[config.mk]
export PLATFORM = sky130hd
export DESIGN_NAME = dwu_dual_watchdog
export DESIGN_NICKNAME = d
export VERILOG_FILES = /design/src/hdl/dwu_pkg.sv /design/src/hdl/dwu_dual_watchdog.sv
export SDC_FILE = /design/constraint.sdc
export NUM_CORES = 1
export LEC_CHECK = 0
export ABC_AREA = 1
export BUFFER_PORTS_ARGS = -buffer_cell sky130_fd_sc_hd__buf_2
export CAP_MARGIN = 20
export CORE_ASPECT_RATIO = 1.5
export CORE_MARGIN = 3
export CORE_UTILIZATION = 30
export CTS_CLUSTER_DIAMETER = 100
export DETAILED_ROUTE_END_ITERATION = 7
export PLACE_DENSITY = 0.57
export SYNTH_ARGS = -nofsm -noshare
export SYNTH_HDL_FRONTEND = slang
export SYNTH_SLANG_ARGS = --single-unit
[constraint.sdc]
create_clock -name MCLK -period 3.94 [get_ports MCLK]
set_input_delay 0.394 -clock MCLK [delete_from_list [all_inputs] [get_ports MCLK]]
set_output_delay 0.394 -clock MCLK [all_outputs]
set_load 0.005 [all_outputs]
[src/hdl/dwu_pkg.sv]
// Shared constants and types of the dual watchdog unit
package dwu_pkg;

    // ==========================================================
    // Register indices (byte address is four times the index)
    localparam logic [15:0] IDX_CLK_CTRL = 16'h008E;
    localparam logic [15:0] IDX_MAIN_CTRL = 16'h00D8;
    localparam logic [15:0] IDX_EXT_IRQ_EN = 16'h00E8;
    localparam logic [15:0] IDX_UNLOCK = 16'h00C7;
    localparam logic [15:0] IDX_IRQ_STATUS = 16'h00F0;
    localparam logic [15:0] IDX_IRQ_MASK = 16'h00F1;
    localparam logic [15:0] IDX_SLOW_CFG = 16'hA0D8;
    localparam logic [15:0] IDX_SLOW_VAL_LO = 16'hA0D9;
    localparam logic [15:0] IDX_SLOW_VAL_HI = 16'hA0DA;

    // ==========================================================
    // Values after reset
    localparam logic [7:0] CLK_CTRL_RST = 8'hC4;
    localparam logic [7:0] MAIN_CTRL_RST = 8'h02;
    localparam logic [7:0] SLOW_CFG_RST = 8'hA7;
    localparam logic [7:0] SLOW_VAL_LO_RST = 8'hFF;
    localparam logic [7:0] SLOW_VAL_HI_RST = 8'h0F;
    localparam logic [1:0] IRQ_MASK_RST = 2'h0;

    // ==========================================================
    // Field positions
    localparam int POS_WD1 = 7;
    localparam int POS_WD0 = 6;
    localparam int POS_T0_PRESC = 3;
    localparam int POS_WD2 = 2;
    localparam int POS_EXPIRY = 3;
    localparam int POS_MAIN_CAUSE = 2;
    localparam int POS_MAIN_RST_EN = 1;
    localparam int POS_RESTART = 0;
    localparam int POS_MAIN_IRQ_EN = 4;
    localparam int POS_SLOW_CLEAR = 7;
    localparam int POS_SLOW_RST_EN = 6;
    localparam int POS_SLOW_CAUSE = 5;
    localparam int POS_SLOW_IRQ_EN = 4;
    localparam int POS_SLOW_CODE = 1;
    localparam int POS_SLOW_IRQ_FLAG = 0;
    localparam int EV_MAIN = 0;
    localparam int EV_SLOW = 1;

    // ==========================================================
    // Counts
    localparam logic [29:0] MAIN_PERIOD_0 = 30'h0002_0000;
    localparam logic [29:0] MAIN_PERIOD_1 = 30'h0010_0000;
    localparam logic [29:0] MAIN_PERIOD_2 = 30'h0080_0000;
    localparam logic [29:0] MAIN_PERIOD_3 = 30'h0400_0000;
    localparam logic [3:0] TMR_DIV_FAST = 4'h4;
    localparam logic [3:0] TMR_DIV_SLOW = 4'hC;
    localparam logic [3:0] SLOW_SHIFT_MIN = 4'h8;
    localparam logic [3:0] SLOW_SHIFT_OFS = 4'h8;
    localparam logic [7:0] UNLOCK_KEY1 = 8'hAA;
    localparam logic [7:0] UNLOCK_KEY2 = 8'h55;
    localparam logic [3:0] UNLOCK_WIN_CYC = 4'h8;

    typedef enum logic [1:0] {UNL_IDLE, UNL_KEY1, UNL_OPEN} dwu_unlock_t;

endpackage : dwu_pkg

[src/hdl/dwu_dual_watchdog.sv]
// Dual watchdog unit: CPU-clock watchdog, slow-oscillator watchdog, APB
`timescale 1ns/1ps
`default_nettype none

// Behaviour
// 30-bit main counter raises interrupt or system reset at time-out
// Main counter advances only on CPU clock ticks; halts when CPU stops
// Expiry flag set on every main time-out; software clears it
// Main interrupt requested only with its separate enable bit set
// Main reset cause flag set after a main watchdog reset
// Main reset cause flag cleared by every other hardware reset
// Main system reset only when reset enable set; enabled, longest out of reset
// Writing one to restart strobe zeroes main counter; strobe holds nothing
// Restart only after timed-access unlock; locked restart write is ignored
// Time-out select codes give 2^17, 2^20, 2^23, 2^26 counts
// Timer prescale bits pick CPU clock by 4 when set, by 12 when clear
// Second 16-bit watchdog runs from the free-running slow oscillator
// Slow reset cause flag set after slow reset; cleared by writing zero
// Slow watchdog longest time-out reaches about 18 hours
// Slow counter matched with 16-bit time-out; value bytes read live count
// Slow prescale codes divide by 2^8, or 2^12 to 2^15
// Writing one to slow clear bit zeroes counter; bit self-clears
// Slow reset needs reset enable; slow interrupt needs interrupt enable
// Slow interrupt flag set on slow event; cleared by writing zero
module dwu_dual_watchdog
    import dwu_pkg::*;
#(
    parameter logic [29:0] MAIN_PERIOD_C0 = MAIN_PERIOD_0,
    parameter logic [29:0] MAIN_PERIOD_C1 = MAIN_PERIOD_1,
    parameter logic [29:0] MAIN_PERIOD_C2 = MAIN_PERIOD_2,
    parameter logic [29:0] MAIN_PERIOD_C3 = MAIN_PERIOD_3
)
(
    input wire logic MCLK,
    input wire logic RST,
    input wire logic PWR_ON_RST,
    input wire logic CPU_CLK_TICK,
    input wire logic SLOW_OSC_CLOCK,
    input wire logic PSEL,
    input wire logic PENABLE,
    input wire logic PWRITE,
    input wire logic [17:0] PADDR,
    input wire logic [31:0] PWDATA,
    output logic [31:0] PRDATA,
    output logic PREADY,
    output logic PSLVERR,
    output logic IRQ,
    output logic SLOW_WAKE,
    output logic SYS_RESET_REQ,
    output logic [2:0] TIMER_TICK
);

    // ==========================================================
    // Declarations
    logic any_rst;
    logic rst_d_r;
    logic [15:0] idx;
    logic addr_ok;
    logic wr_ok;
    logic [7:0] rd_data;
    logic [7:0] clk_ctrl_r;
    logic expiry_flag_r;
    logic main_cause_r;
    logic main_rst_en_r;
    logic main_mark_r;
    logic main_irq_en_r;
    logic [29:0] main_cnt_r;
    logic [29:0] main_period;
    logic main_expire;
    logic restart_req;
    dwu_unlock_t unl_r;
    logic [3:0] unl_win_r;
    logic [1:0] irq_status_r;
    logic [1:0] irq_mask_r;
    logic [1:0] irq_event;
    logic osc_s1_r;
    logic osc_s2_r;
    logic osc_s3_r;
    logic osc_edge;
    logic [14:0] pre_cnt_r;
    logic [14:0] pre_mask;
    logic slow_tick;
    logic [15:0] slow_cnt_r;
    logic [15:0] slow_timeout_r;
    logic slow_event;
    logic slow_clear;
    logic slow_rst_en_r;
    logic slow_cause_r;
    logic slow_irq_en_r;
    logic [2:0] slow_code_r;
    logic slow_irq_flag_r;
    logic slow_mark_r;
    logic reset_req_r;

    assign any_rst = RST | PWR_ON_RST;

    // ==========================================================
    // APB slave, zero wait states
    assign idx = PADDR[17:2];
    assign PREADY = 1'b1;
    assign PSLVERR = PSEL & PENABLE & ~addr_ok;
    assign wr_ok = PSEL & PENABLE & PWRITE & addr_ok;

    always_comb
    begin
        rd_data = 8'h00;
        addr_ok = (PADDR[1:0] == 2'h0);
        unique case (idx)
            IDX_CLK_CTRL: rd_data = clk_ctrl_r;
            IDX_MAIN_CTRL:
            begin
                rd_data[POS_EXPIRY] = expiry_flag_r;
                rd_data[POS_MAIN_CAUSE] = main_cause_r;
                rd_data[POS_MAIN_RST_EN] = main_rst_en_r;
            end
            IDX_EXT_IRQ_EN: rd_data[POS_MAIN_IRQ_EN] = main_irq_en_r;
            IDX_UNLOCK: rd_data[0] = (unl_r == UNL_OPEN);
            IDX_IRQ_STATUS: rd_data[1:0] = irq_status_r;
            IDX_IRQ_MASK: rd_data[1:0] = irq_mask_r;
            IDX_SLOW_CFG:
            begin
                rd_data[POS_SLOW_RST_EN] = slow_rst_en_r;
                rd_data[POS_SLOW_CAUSE] = slow_cause_r;
                rd_data[POS_SLOW_IRQ_EN] = slow_irq_en_r;
                rd_data[POS_SLOW_CODE +: 3] = slow_code_r;
                rd_data[POS_SLOW_IRQ_FLAG] = slow_irq_flag_r;
            end
            // Live count, not the programmed time-out
            IDX_SLOW_VAL_LO: rd_data = slow_cnt_r[7:0];
            IDX_SLOW_VAL_HI: rd_data = slow_cnt_r[15:8];
            default: addr_ok = 1'b0;
        endcase
    end

    // Captured in the setup cycle so read data comes from a flop
    always_ff @(posedge MCLK)
    begin
        if (any_rst)
            PRDATA <= 32'h0000_0000;
        else if (PSEL && !PENABLE && !PWRITE)
            PRDATA <= {24'h00_0000, rd_data};
    end

    // ==========================================================
    // Timed-access unlock: key pair opens a short window
    always_ff @(posedge MCLK)
    begin
        if (any_rst)
        begin
            unl_r <= UNL_IDLE;
            unl_win_r <= 4'h0;
        end
        else
        begin
            if (unl_win_r != 4'h0)
                unl_win_r <= unl_win_r - 4'h1;
            unique case (unl_r)
                UNL_IDLE:
                    if (wr_ok && idx == IDX_UNLOCK
                        && PWDATA[7:0] == UNLOCK_KEY1)
                        unl_r <= UNL_KEY1;
                UNL_KEY1:
                    if (wr_ok)
                    begin
                        if (idx == IDX_UNLOCK && PWDATA[7:0] == UNLOCK_KEY2)
                        begin
                            unl_r <= UNL_OPEN;
                            unl_win_r <= UNLOCK_WIN_CYC;
                        end
                        else
                            unl_r <= UNL_IDLE;
                    end
                UNL_OPEN:
                    // One protected write per unlock
                    if (restart_req || unl_win_r == 4'h0)
                        unl_r <= UNL_IDLE;
            endcase
        end
    end

    // Locked restart writes complete on the bus but do not restart the main counter
    assign restart_req = wr_ok && idx == IDX_MAIN_CTRL
        && PWDATA[POS_RESTART] && unl_r == UNL_OPEN;

    // ==========================================================
    // Clock and time-out control, timer prescalers
    always_ff @(posedge MCLK)
    begin
        if (any_rst)
            clk_ctrl_r <= CLK_CTRL_RST;
        else if (wr_ok && idx == IDX_CLK_CTRL)
            clk_ctrl_r <= {PWDATA[7:2], 2'b00};
    end

    // Top select bit has no documented codes above 011; it is ignored
    always_comb
    begin
        unique case ({clk_ctrl_r[POS_WD1], clk_ctrl_r[POS_WD0]})
            2'b00: main_period = MAIN_PERIOD_C0;
            2'b01: main_period = MAIN_PERIOD_C1;
            2'b10: main_period = MAIN_PERIOD_C2;
            2'b11: main_period = MAIN_PERIOD_C3;
        endcase
    end

    genvar g;
    generate
        for (g = 0; g < 3; g++)
        begin : gen_tmr
            logic [3:0] div_cnt_r;
            logic [3:0] div;
            logic tick_r;
            assign div = clk_ctrl_r[POS_T0_PRESC + g] ? TMR_DIV_FAST
                : TMR_DIV_SLOW;
            always_ff @(posedge MCLK)
            begin
                if (any_rst)
                begin
                    div_cnt_r <= 4'h0;
                    tick_r <= 1'b0;
                end
                else
                begin
                    tick_r <= 1'b0;
                    if (CPU_CLK_TICK)
                    begin
                        if (div_cnt_r >= div - 4'h1)
                        begin
                            div_cnt_r <= 4'h0;
                            tick_r <= 1'b1;
                        end
                        else
                            div_cnt_r <= div_cnt_r + 4'h1;
                    end
                end
            end
        end
    endgenerate
    // One driver for the whole output vector
    assign TIMER_TICK = {gen_tmr[2].tick_r, gen_tmr[1].tick_r,
        gen_tmr[0].tick_r};

    // ==========================================================
    // Main watchdog counter
    assign main_expire = CPU_CLK_TICK && !restart_req
        && main_cnt_r == main_period - 30'h1;

    always_ff @(posedge MCLK)
    begin
        if (any_rst)
            main_cnt_r <= 30'h0;
        else if (restart_req)
            main_cnt_r <= 30'h0;
        else if (CPU_CLK_TICK)
            main_cnt_r <= main_expire ? 30'h0 : main_cnt_r + 30'h1;
    end

    always_ff @(posedge MCLK)
    begin
        if (any_rst)
        begin
            expiry_flag_r <= MAIN_CTRL_RST[POS_EXPIRY];
            main_rst_en_r <= MAIN_CTRL_RST[POS_MAIN_RST_EN];
            main_irq_en_r <= 1'b0;
        end
        else
        begin
            if (main_expire)
                expiry_flag_r <= 1'b1;
            else if (wr_ok && idx == IDX_MAIN_CTRL)
                expiry_flag_r <= PWDATA[POS_EXPIRY];
            if (wr_ok && idx == IDX_MAIN_CTRL)
                main_rst_en_r <= PWDATA[POS_MAIN_RST_EN];
            if (wr_ok && idx == IDX_EXT_IRQ_EN)
                main_irq_en_r <= PWDATA[POS_MAIN_IRQ_EN];
        end
    end

    // Marks survive the system reset they cause, then cleared on release
    always_ff @(posedge MCLK)
    begin
        rst_d_r <= RST;
        if (PWR_ON_RST)
        begin
            main_mark_r <= 1'b0;
            slow_mark_r <= 1'b0;
        end
        else if (RST)
        begin
            main_mark_r <= main_mark_r;
            slow_mark_r <= slow_mark_r;
        end
        else if (rst_d_r)
        begin
            main_mark_r <= 1'b0;
            slow_mark_r <= 1'b0;
        end
        else
        begin
            if (main_expire && main_rst_en_r)
                main_mark_r <= 1'b1;
            if (slow_event && slow_rst_en_r)
                slow_mark_r <= 1'b1;
        end
    end

    always_ff @(posedge MCLK)
    begin
        if (PWR_ON_RST)
        begin
            main_cause_r <= 1'b0;
            slow_cause_r <= 1'b0;
        end
        else if (RST)
        begin
            main_cause_r <= main_mark_r;
            slow_cause_r <= slow_mark_r;
        end
        else
        begin
            if (wr_ok && idx == IDX_MAIN_CTRL)
                main_cause_r <= PWDATA[POS_MAIN_CAUSE];
            if (wr_ok && idx == IDX_SLOW_CFG && !PWDATA[POS_SLOW_CAUSE])
                slow_cause_r <= 1'b0;
        end
    end

    always_ff @(posedge MCLK)
    begin
        if (any_rst)
            reset_req_r <= 1'b0;
        else if ((main_expire && main_rst_en_r)
            || (slow_event && slow_rst_en_r))
            reset_req_r <= 1'b1;
    end
    assign SYS_RESET_REQ = reset_req_r;

    // ==========================================================
    // Slow watchdog: oscillator edges, prescaler, counter
    always_ff @(posedge MCLK)
    begin
        osc_s1_r <= SLOW_OSC_CLOCK;
        osc_s2_r <= osc_s1_r;
        osc_s3_r <= osc_s2_r;
    end
    assign osc_edge = osc_s2_r & ~osc_s3_r;

    // Prescale 2^15 times 2^16 counts of 32 kHz is roughly 18 hours
    assign pre_mask = (slow_code_r[2] ? 15'h7FFF >> (4'hF
        - ({1'b0, slow_code_r} + SLOW_SHIFT_OFS))
        : 15'h7FFF >> (4'hF - SLOW_SHIFT_MIN));
    assign slow_tick = osc_edge && ((pre_cnt_r & pre_mask) == pre_mask);
    assign slow_clear = wr_ok && idx == IDX_SLOW_CFG
        && PWDATA[POS_SLOW_CLEAR];
    assign slow_event = slow_tick && !slow_clear
        && slow_cnt_r == slow_timeout_r;

    always_ff @(posedge MCLK)
    begin
        if (any_rst || slow_clear)
        begin
            pre_cnt_r <= 15'h0;
            slow_cnt_r <= 16'h0;
        end
        else
        begin
            if (osc_edge)
                pre_cnt_r <= pre_cnt_r + 15'h1;
            if (slow_tick)
                slow_cnt_r <= slow_event ? 16'h0 : slow_cnt_r + 16'h1;
        end
    end

    always_ff @(posedge MCLK)
    begin
        if (any_rst)
        begin
            slow_timeout_r <= {SLOW_VAL_HI_RST, SLOW_VAL_LO_RST};
            slow_rst_en_r <= SLOW_CFG_RST[POS_SLOW_RST_EN];
            slow_irq_en_r <= SLOW_CFG_RST[POS_SLOW_IRQ_EN];
            slow_code_r <= SLOW_CFG_RST[POS_SLOW_CODE +: 3];
            slow_irq_flag_r <= SLOW_CFG_RST[POS_SLOW_IRQ_FLAG];
        end
        else
        begin
            if (wr_ok && idx == IDX_SLOW_VAL_LO)
                slow_timeout_r[7:0] <= PWDATA[7:0];
            if (wr_ok && idx == IDX_SLOW_VAL_HI)
                slow_timeout_r[15:8] <= PWDATA[7:0];
            if (wr_ok && idx == IDX_SLOW_CFG)
            begin
                slow_rst_en_r <= PWDATA[POS_SLOW_RST_EN];
                slow_irq_en_r <= PWDATA[POS_SLOW_IRQ_EN];
                slow_code_r <= PWDATA[POS_SLOW_CODE +: 3];
            end
            if (slow_event)
                slow_irq_flag_r <= 1'b1;
            else if (wr_ok && idx == IDX_SLOW_CFG
                && !PWDATA[POS_SLOW_IRQ_FLAG])
                slow_irq_flag_r <= 1'b0;
        end
    end
    assign SLOW_WAKE = slow_irq_flag_r & slow_irq_en_r;

    // ==========================================================
    // Interrupt status, write one to clear; set wins
    assign irq_event[EV_MAIN] = main_expire & main_irq_en_r;
    assign irq_event[EV_SLOW] = slow_event & slow_irq_en_r;

    always_ff @(posedge MCLK)
    begin
        if (any_rst)
        begin
            irq_status_r <= 2'h0;
            irq_mask_r <= IRQ_MASK_RST;
        end
        else
        begin
            if (wr_ok && idx == IDX_IRQ_STATUS)
                irq_status_r <= (irq_status_r & ~PWDATA[1:0]) | irq_event;
            else
                irq_status_r <= irq_status_r | irq_event;
            if (wr_ok && idx == IDX_IRQ_MASK)
                irq_mask_r <= PWDATA[1:0];
        end
    end
    assign IRQ = |(irq_status_r & irq_mask_r);
endmodule : dwu_dual_watchdog

`default_nettype wire

==> flow_metrics.tcl, run 1 <==
set metrics [dict create \
    wl_per_cell_um 13.3 \
    numPortBuffers 48 \
    path_clk_slew_ns 0.06 \
    start_kind "input pin" \
    yosys-mux-area-fraction_pct 0 \
    netlist_area_sq_um 7140 \
    period_minus_slack_ns 2.85 \
    place_congestion 0.894 \
    drv_slew 0 \
    vias 6384 \
    hold_buffers 0 \
    num_io_pins 98 \
    path_class "in -> out" \
    antenna_left 0 \
    worstPathCellList "buf_2 -> nor2_1 -> nand2_1 -> nor2_4 -> nand2_1 -> and3_1 -> a21boi_0 -> nor2_1 -> buf_2" \
    cts_buffers 17 \
    p_int_w 0.00234 \
    max_stage_delay_ns 0.79 \
    fmax_mhz 351 \
    cts_tree "done" \
    fin_crit_sh_pct 72.3 \
    finalSetupViolCount 0 \
    drv_cap 0 \
    outcome "finished, final reports clean" \
    combinationalPowerShare_pct 7.3 \
    die_width_um 132 \
    wl_met3_um 703 \
    std_cell_rows 68 \
    cp_max_fo 9 \
    p_seq_share_pct 44.3 \
    synthAdderAreaFrac_pct 2.45 \
    synth_compound_area_share_pct 11.2 \
    ys.flop_type "dfxtp_1" \
    synth_top_family_by_area "simple AND/OR/NAND/NOR gates" \
    dr.max_layer_used "met5" \
    p_leak_nw 3.25 \
    yosysWarningCount 0 \
    synth-simple-area-share_pct 30.8 \
    grt_max_degree 27 \
    min_path_type "in -> reg" \
    ys_seq_area_share_pct 37.6 \
    grt-ovfl-total 0 \
    cts_resized 0 \
    insertion_delay_ns 0.43 \
    clock_path_buffers 2 \
    grt_pass1_vias 6044 \
    drive_above_1_share_pct 12.4 \
    root_buffer "clkbuf_16" \
    relSlewSlack_pct 32.6 \
    synth_xor_area_share_pct 6.01 \
    initial_core_util_pct 30.7 \
    path_delay_family "simple AND/OR/NAND/NOR gates" \
    met1_length_um 7170 \
    antenna_found_initial 1 \
    wl_met2_um 9890 \
    synth_edf_count 0 \
    rsz0062_at_grt "no" \
    cp_num_buf_inv 2 \
    grt_pass1_wl_um 29700 \
    critPathCaptureType "primary output" \
    postCtsSetupBuffers 0 \
    required_ns 3.55 \
    finalNonFillerCells 1378 \
    diodes 0 \
    hold_violations 0 \
    clkPwrFrac_pct 48.4 \
    core_region_area_sq_um 23200 \
    ir_drop_uv 330 \
    switching_power_w 0.000806 \
    finClkSkew_ns 0.0135 \
    dp.cells 1346 \
    htreeDepth 4 \
    dieHeight_um 195 \
    grt_usage_pct 14.4 \
    avgSynthCellArea_sq_um 7.12 \
    synth.distinct_cells 46 \
    dr.pass1.iters 5 \
    drc 0 \
    fin_tns_setup_ns 0 \
    postSynthCellCount 1002 \
    routed_wl_um 18400 \
    hpwl_um 14200 \
    die_area_sq_um 25700 \
    cp_slowest_cell "a21boi_0" \
    nets 1122 \
    swShare_pct 25.6 \
    synth_seq_cells 134 \
    arrival_ns 2.45 \
    power_density_nw_per_um2 386 \
    max_slew.worst_pin.slew_ns 1.00 \
    syn_to_final_growth_pct 14.2 \
    drt_iter0_markers 316 \
    vias_per_cell 4.63 \
    async_reset_ff_share_pct 0 \
    clock_sinks 134 \
]
[routing by layer]
metal | GRT usage, % | vias up
li1 | - | 3280
met1 | 14.8 | 2954
met2 | 27.6 | 114
met3 | 3.39 | 34
met4 | 6.15 | 2
met5 | 0 | -
[cells in the mapped netlist, types with 2 or more instances]
| library cell | number | area share [%] |
|---|---|---|
| inv_2 | 4 | 0.21 |
| nand3_1 | 52 | 3.6 |
| nand3_4 | 2 | 0.49 |
| dfxtp_1 | 134 | 38 |
| o22ai_1 | 8 | 0.70 |
| buf_4 | 31 | 3.3 |
| nor2_2 | 11 | 0.96 |
| nor3_2 | 2 | 0.28 |
| nor2_1 | 127 | 6.7 |
| a21oi_1 | 51 | 3.6 |
| xor2_1 | 34 | 4.2 |
| nand2_2 | 6 | 0.53 |
| nand4_1 | 19 | 1.7 |
| a22o_1 | 3 | 0.37 |
| buf_2 | 5 | 0.35 |
| conb_1 | 2 | 0.11 |
| nor4_1 | 9 | 0.79 |
| o211ai_1 | 18 | 1.9 |
| nor3b_1 | 4 | 0.42 |
| a211oi_1 | 2 | 0.21 |
| nand2_1 | 176 | 9.3 |
| xnor2_1 | 15 | 1.8 |
| o21ai_0 | 44 | 3.1 |
| nor2_4 | 6 | 0.95 |
| a21oi_2 | 2 | 0.25 |
| clkbuf_1 | 7 | 0.37 |
| inv_1 | 142 | 7.5 |
| ha_1 | 14 | 2.5 |
| nor3_1 | 41 | 2.9 |
| nand2_4 | 4 | 0.63 |
| a2111oi_0 | 2 | 0.25 |
| o31ai_1 | 2 | 0.21 |
| or2_2 | 10 | 0.88 |
[final cells by class]
class	instances	area, sq um
clock buffers	19	443
clock inverters	13	123
fillers	2503	15100
inverters	147	552
multi-input cells	700	3700
flip-flops and latches	134	2680
well taps	315	394
repair buffers	50	255
[through the flow]
step / util, % / power (W) / cell area [sq um] / setup slack (ns) / hold WS, ns
after detailed placement: 32.7 / 0.00165 / 7580 / 1.05 / 0.312
after global routing: 35.1 / 0.00327 / 8150 / 1.01 / 0.0628
after global placement: 32.7 / 0.00165 / 7580 / 1.08 / 0.312
after floorplan: - / 0.00161 / 7220 / 1.89 / 0.310
after CTS: 35.1 / 0.00318 / 8150 / 1.22 / 0.0597
final: 35.1 / 0.00315 / 8150 / 1.09 / 0.0767
[registers in the layout, indices dropped and copies added, names as in the netlist, 2 cells and up]
name               flops
irq_mask_r             2
slow_code_r            3
slow_timeout_r        16
PRDATA                 8
unl_win_r              4
slow_cnt_r            16
gen_tmr.tick_r         3
clk_ctrl_r             6
irq_status_r           2
unl_r                  2
gen_tmr.div_cnt_r     12
main_cnt_r            30
pre_cnt_r             15
[power by group through the flow]
stage / sequential (W) / combinational [W] / clock, W
floorplan: 0.00142 / 0.000185 / 0
global placement: 0.00142 / 0.000227 / 0
detailed placement: 0.00142 / 0.000229 / 0
CTS: 0.00139 / 0.000231 / 0.00155
global route: 0.00140 / 0.000267 / 0.00161
finish: 0.00139 / 0.000229 / 0.00153
[cells by family after synthesis]
family / Yosys count
flops: 134
xor+xnor: 49
compound gates: 138
buf+inv: 191
other cells: 2
simple gates: 474
fa+ha+maj: 14
[worst paths after layout]
path                  startpoint              to  slack [ns]  cells past startpoint
setup / recovery       PADDR[13]         PSLVERR        1.09                      9
hold / removal    SLOW_OSC_CLOCK        osc_s1_r        0.08                      1
setup reg to reg    pre_cnt_r[0]  slow_cnt_r[13]        1.51                     10
hold reg to reg         osc_s1_r        osc_s2_r        0.33                      0
[cells in the final DEF (no fill, tap or decap), drive strengths merged, types with 19 or more instances in the layout]
| master | n |
|---|---|
| clkbuf | 19 |
| nand4 | 19 |
| conb | 25 |
| dfxtp | 134 |
| xor2 | 34 |
| nand3 | 55 |
| o21ai | 44 |
| nor3 | 43 |
| buf | 50 |
| nor2 | 145 |
| inv | 149 |
| a21oi | 53 |
| nand2 | 186 |
Power figures use the tool's default switching activity.
==> run 2: changes to the inputs <==
--- a/config.mk
+++ b/config.mk
@@ -13,7 +13,7 @@
 export CORE_UTILIZATION = 30
 export CTS_CLUSTER_DIAMETER = 100
 export DETAILED_ROUTE_END_ITERATION = 7
-export PLACE_DENSITY = 0.57
+export PLACE_DENSITY = 0.59
 export SYNTH_ARGS = -nofsm -noshare
 export SYNTH_HDL_FRONTEND = slang
 export SYNTH_SLANG_ARGS = --single-unit
==> constraint.sdc (replaced) <==
create_clock -name MCLK -period 2.29 [get_ports MCLK]
set_input_delay 0.229 -clock MCLK [delete_from_list [all_inputs] [get_ports MCLK]]
set_output_delay 0.229 -clock MCLK [all_outputs]
set_load 0.005 [all_outputs]
==> run 2 against run 1 <==
Final area is 4.9% higher; power is 76% higher; via count is 3.0% higher; combinational power is 84% higher; first-iteration DRC count is 7.9% lower; routed wire length is 2.3% higher; non-clock buffer count is 38 higher; sequential share of layout area is 1.5 points lower; global-route usage is 0.18 points higher; worst hold slack worse by 0.039 ns; largest cell class unchanged.
==> flow_metrics.tcl, run 2 (synthesized netlist as in run 1, its figures left out) <==
set metrics [dict create \
    outcome "finished, final reports clean" \
    hpwl_um 14700 \
    antenna_found_initial 2 \
    period_minus_slack_ns 2.11 \
    critPathCaptureType "flip-flop" \
    grt_pass1_wl_um 30400 \
    relSlewSlack_pct 48.2 \
    htreeDepth 4 \
    fin_tns_setup_ns 0 \
    hold_violations 0 \
    path_clk_slew_ns 0.06 \
    routed_wl_um 18800 \
    mostFrequentLayoutCells "nand2_1, inv_1, dfxtp_1" \
    path_class "reg -> reg" \
    drive_above_1_share_pct 15.7 \
    reg_top3 "main_cnt_r x30, slow_cnt_r x16, slow_timeout_r x16" \
    total_power_w 0.00553 \
    fin_ws_ns 0.183 \
    drc 0 \
    cp_max_fo 4 \
    start_kind "flip-flop" \
    cts_tree "done" \
    holdWs_ns 0.0374 \
    insertion_delay_ns 0.42 \
    top_register "main_cnt_r" \
    wl_per_cell_um 13.3 \
    finClkSkew_ns 0.0105 \
    max_slew.worst_pin.slew_ns 0.758 \
    p_leak_nw 3.49 \
    num_io_pins 98 \
    syn_to_final_growth_pct 19.8 \
    fmax_mhz 475 \
    vias_per_cell 4.64 \
    grt_pass1_vias 6354 \
    drv_slew 0 \
    die_width_um 132 \
    nets 1160 \
    place_congestion 0.864 \
    root_buffer "clkbuf_16" \
    nFillCells 2507 \
    ir_drop_uv 506 \
    numPortBuffers 48 \
    clock_sinks 134 \
    finalSetupViolCount 0 \
    grt-ovfl-total 0 \
    grt_usage_pct 14.6 \
    final_common_cell "nand2_1" \
    seqCellArea_sq_um 2680 \
    dp.cells 1382 \
    arrival_ns 2.41 \
    cts_buffers 17 \
    std_cell_rows 68 \
    min_path_type "in -> reg" \
    grt_max_degree 34 \
    power_density_nw_per_um2 647 \
    largest_register_ffs 30 \
    required_ns 2.60 \
    core_region_area_sq_um 23200 \
    die_area_sq_um 25700 \
    finalNonFillerCells 1417 \
    drt_iter0_markers 291 \
    dp_slack_ns 0.0619 \
    drv_cap 0 \
    rsz0062_at_grt "yes" \
    clock_path_buffers 2 \
    dieHeight_um 195 \
    antenna_left 0 \
    vias 6577 \
    postCtsSetupBuffers 0 \
    multi_input_area_sq_um 3740 \
    dr.pass1.iters 5 \
    fin_crit_sh_pct 92.0 \
    initial_core_util_pct 30.7 \
]
-- run 2: cell types whose count changed in the layout (fill, tap and decap cells not counted), moves of 2 or more --
cell,delta
clkinvlp_4,-2
nor2_2,+4
dlygate4sd3_1,+2
buf_4,+32
clkbuf_1,+2
buf_12,+4
nor2_1,-5
-- run 2: final cells by class --
type | count | share of cell area, %
Multi-Input combinational cell | 700 | 43.7
Sequential cell | 134 | 31.4
Timing Repair Buffer | 88 | 6.97
Inverter | 147 | 6.46
Clock buffer | 22 | 5.43
Tap cell | 315 | 4.61
Clock inverter | 10 | 1.41
Antenna cell | 1 | 0.0293
-- run 2: critical path, cell delays in order, from the launching register on --
cell	delay, ns
dfxtp_1	0.33
inv_1	0.06
nor2_4	0.12
nand2_1	0.16
nor3_2	0.27
buf_4	0.18
nand4_1	0.17
nor3_1	0.22
nand2_1	0.14
nor2_1	0.15
xor2_1	0.16
nor2_1	0.06
-- run 2: final timing paths --
check                           cells after the start        from             end  slack (ns)
worst max-delay path                               11    osc_s2_r  slow_cnt_r[10]        0.18
worst min-delay path                                2  PWR_ON_RST    slow_cause_r        0.04
worst max register to register                     11    osc_s2_r  slow_cnt_r[10]        0.18
worst min register to register                      0    osc_s1_r        osc_s2_r        0.33
-- run 2: metal layers --
layer,global-route usage (%),up-vias,part of all wire [%]
met5,0,-,0.064
met4,7.71,2,4.4
met3,3.13,44,3.9
met2,27.3,135,53
met1,15.1,3036,39
li1,-,3360,-
-- run 2: what timing repair did --
| action | 4_1_cts | 5_1_grt |
|---|---|---|
| resized for setup | 0 | 9 |
| endpoints found under the hold margin | 2 | 0 |
| endpoints found under the setup margin | 0 | 25 |
| hold buffers | 2 | 0 |
-- run 2: stage by stage --
| step | cell area, sq um | util, % |
|---|---|---|
| final | 8550 | 36.8 |
| after detailed placement | 7910 | 34.0 |
| after CTS | 8510 | 36.6 |
| after floorplan | 7220 | - |
| after global routing | 8550 | 36.8 |
| after global placement | 7910 | 34.0 |
-- run 2: power by group --
| group | internal [W] | switching [W] | total (W) |
|---|---|---|---|
| Sequential | 0.00237 | 0.0000260 | 0.00240 |
| Combinational | 0.000149 | 0.000273 | 0.000422 |
| Clock | 0.00167 | 0.00105 | 0.00271 |
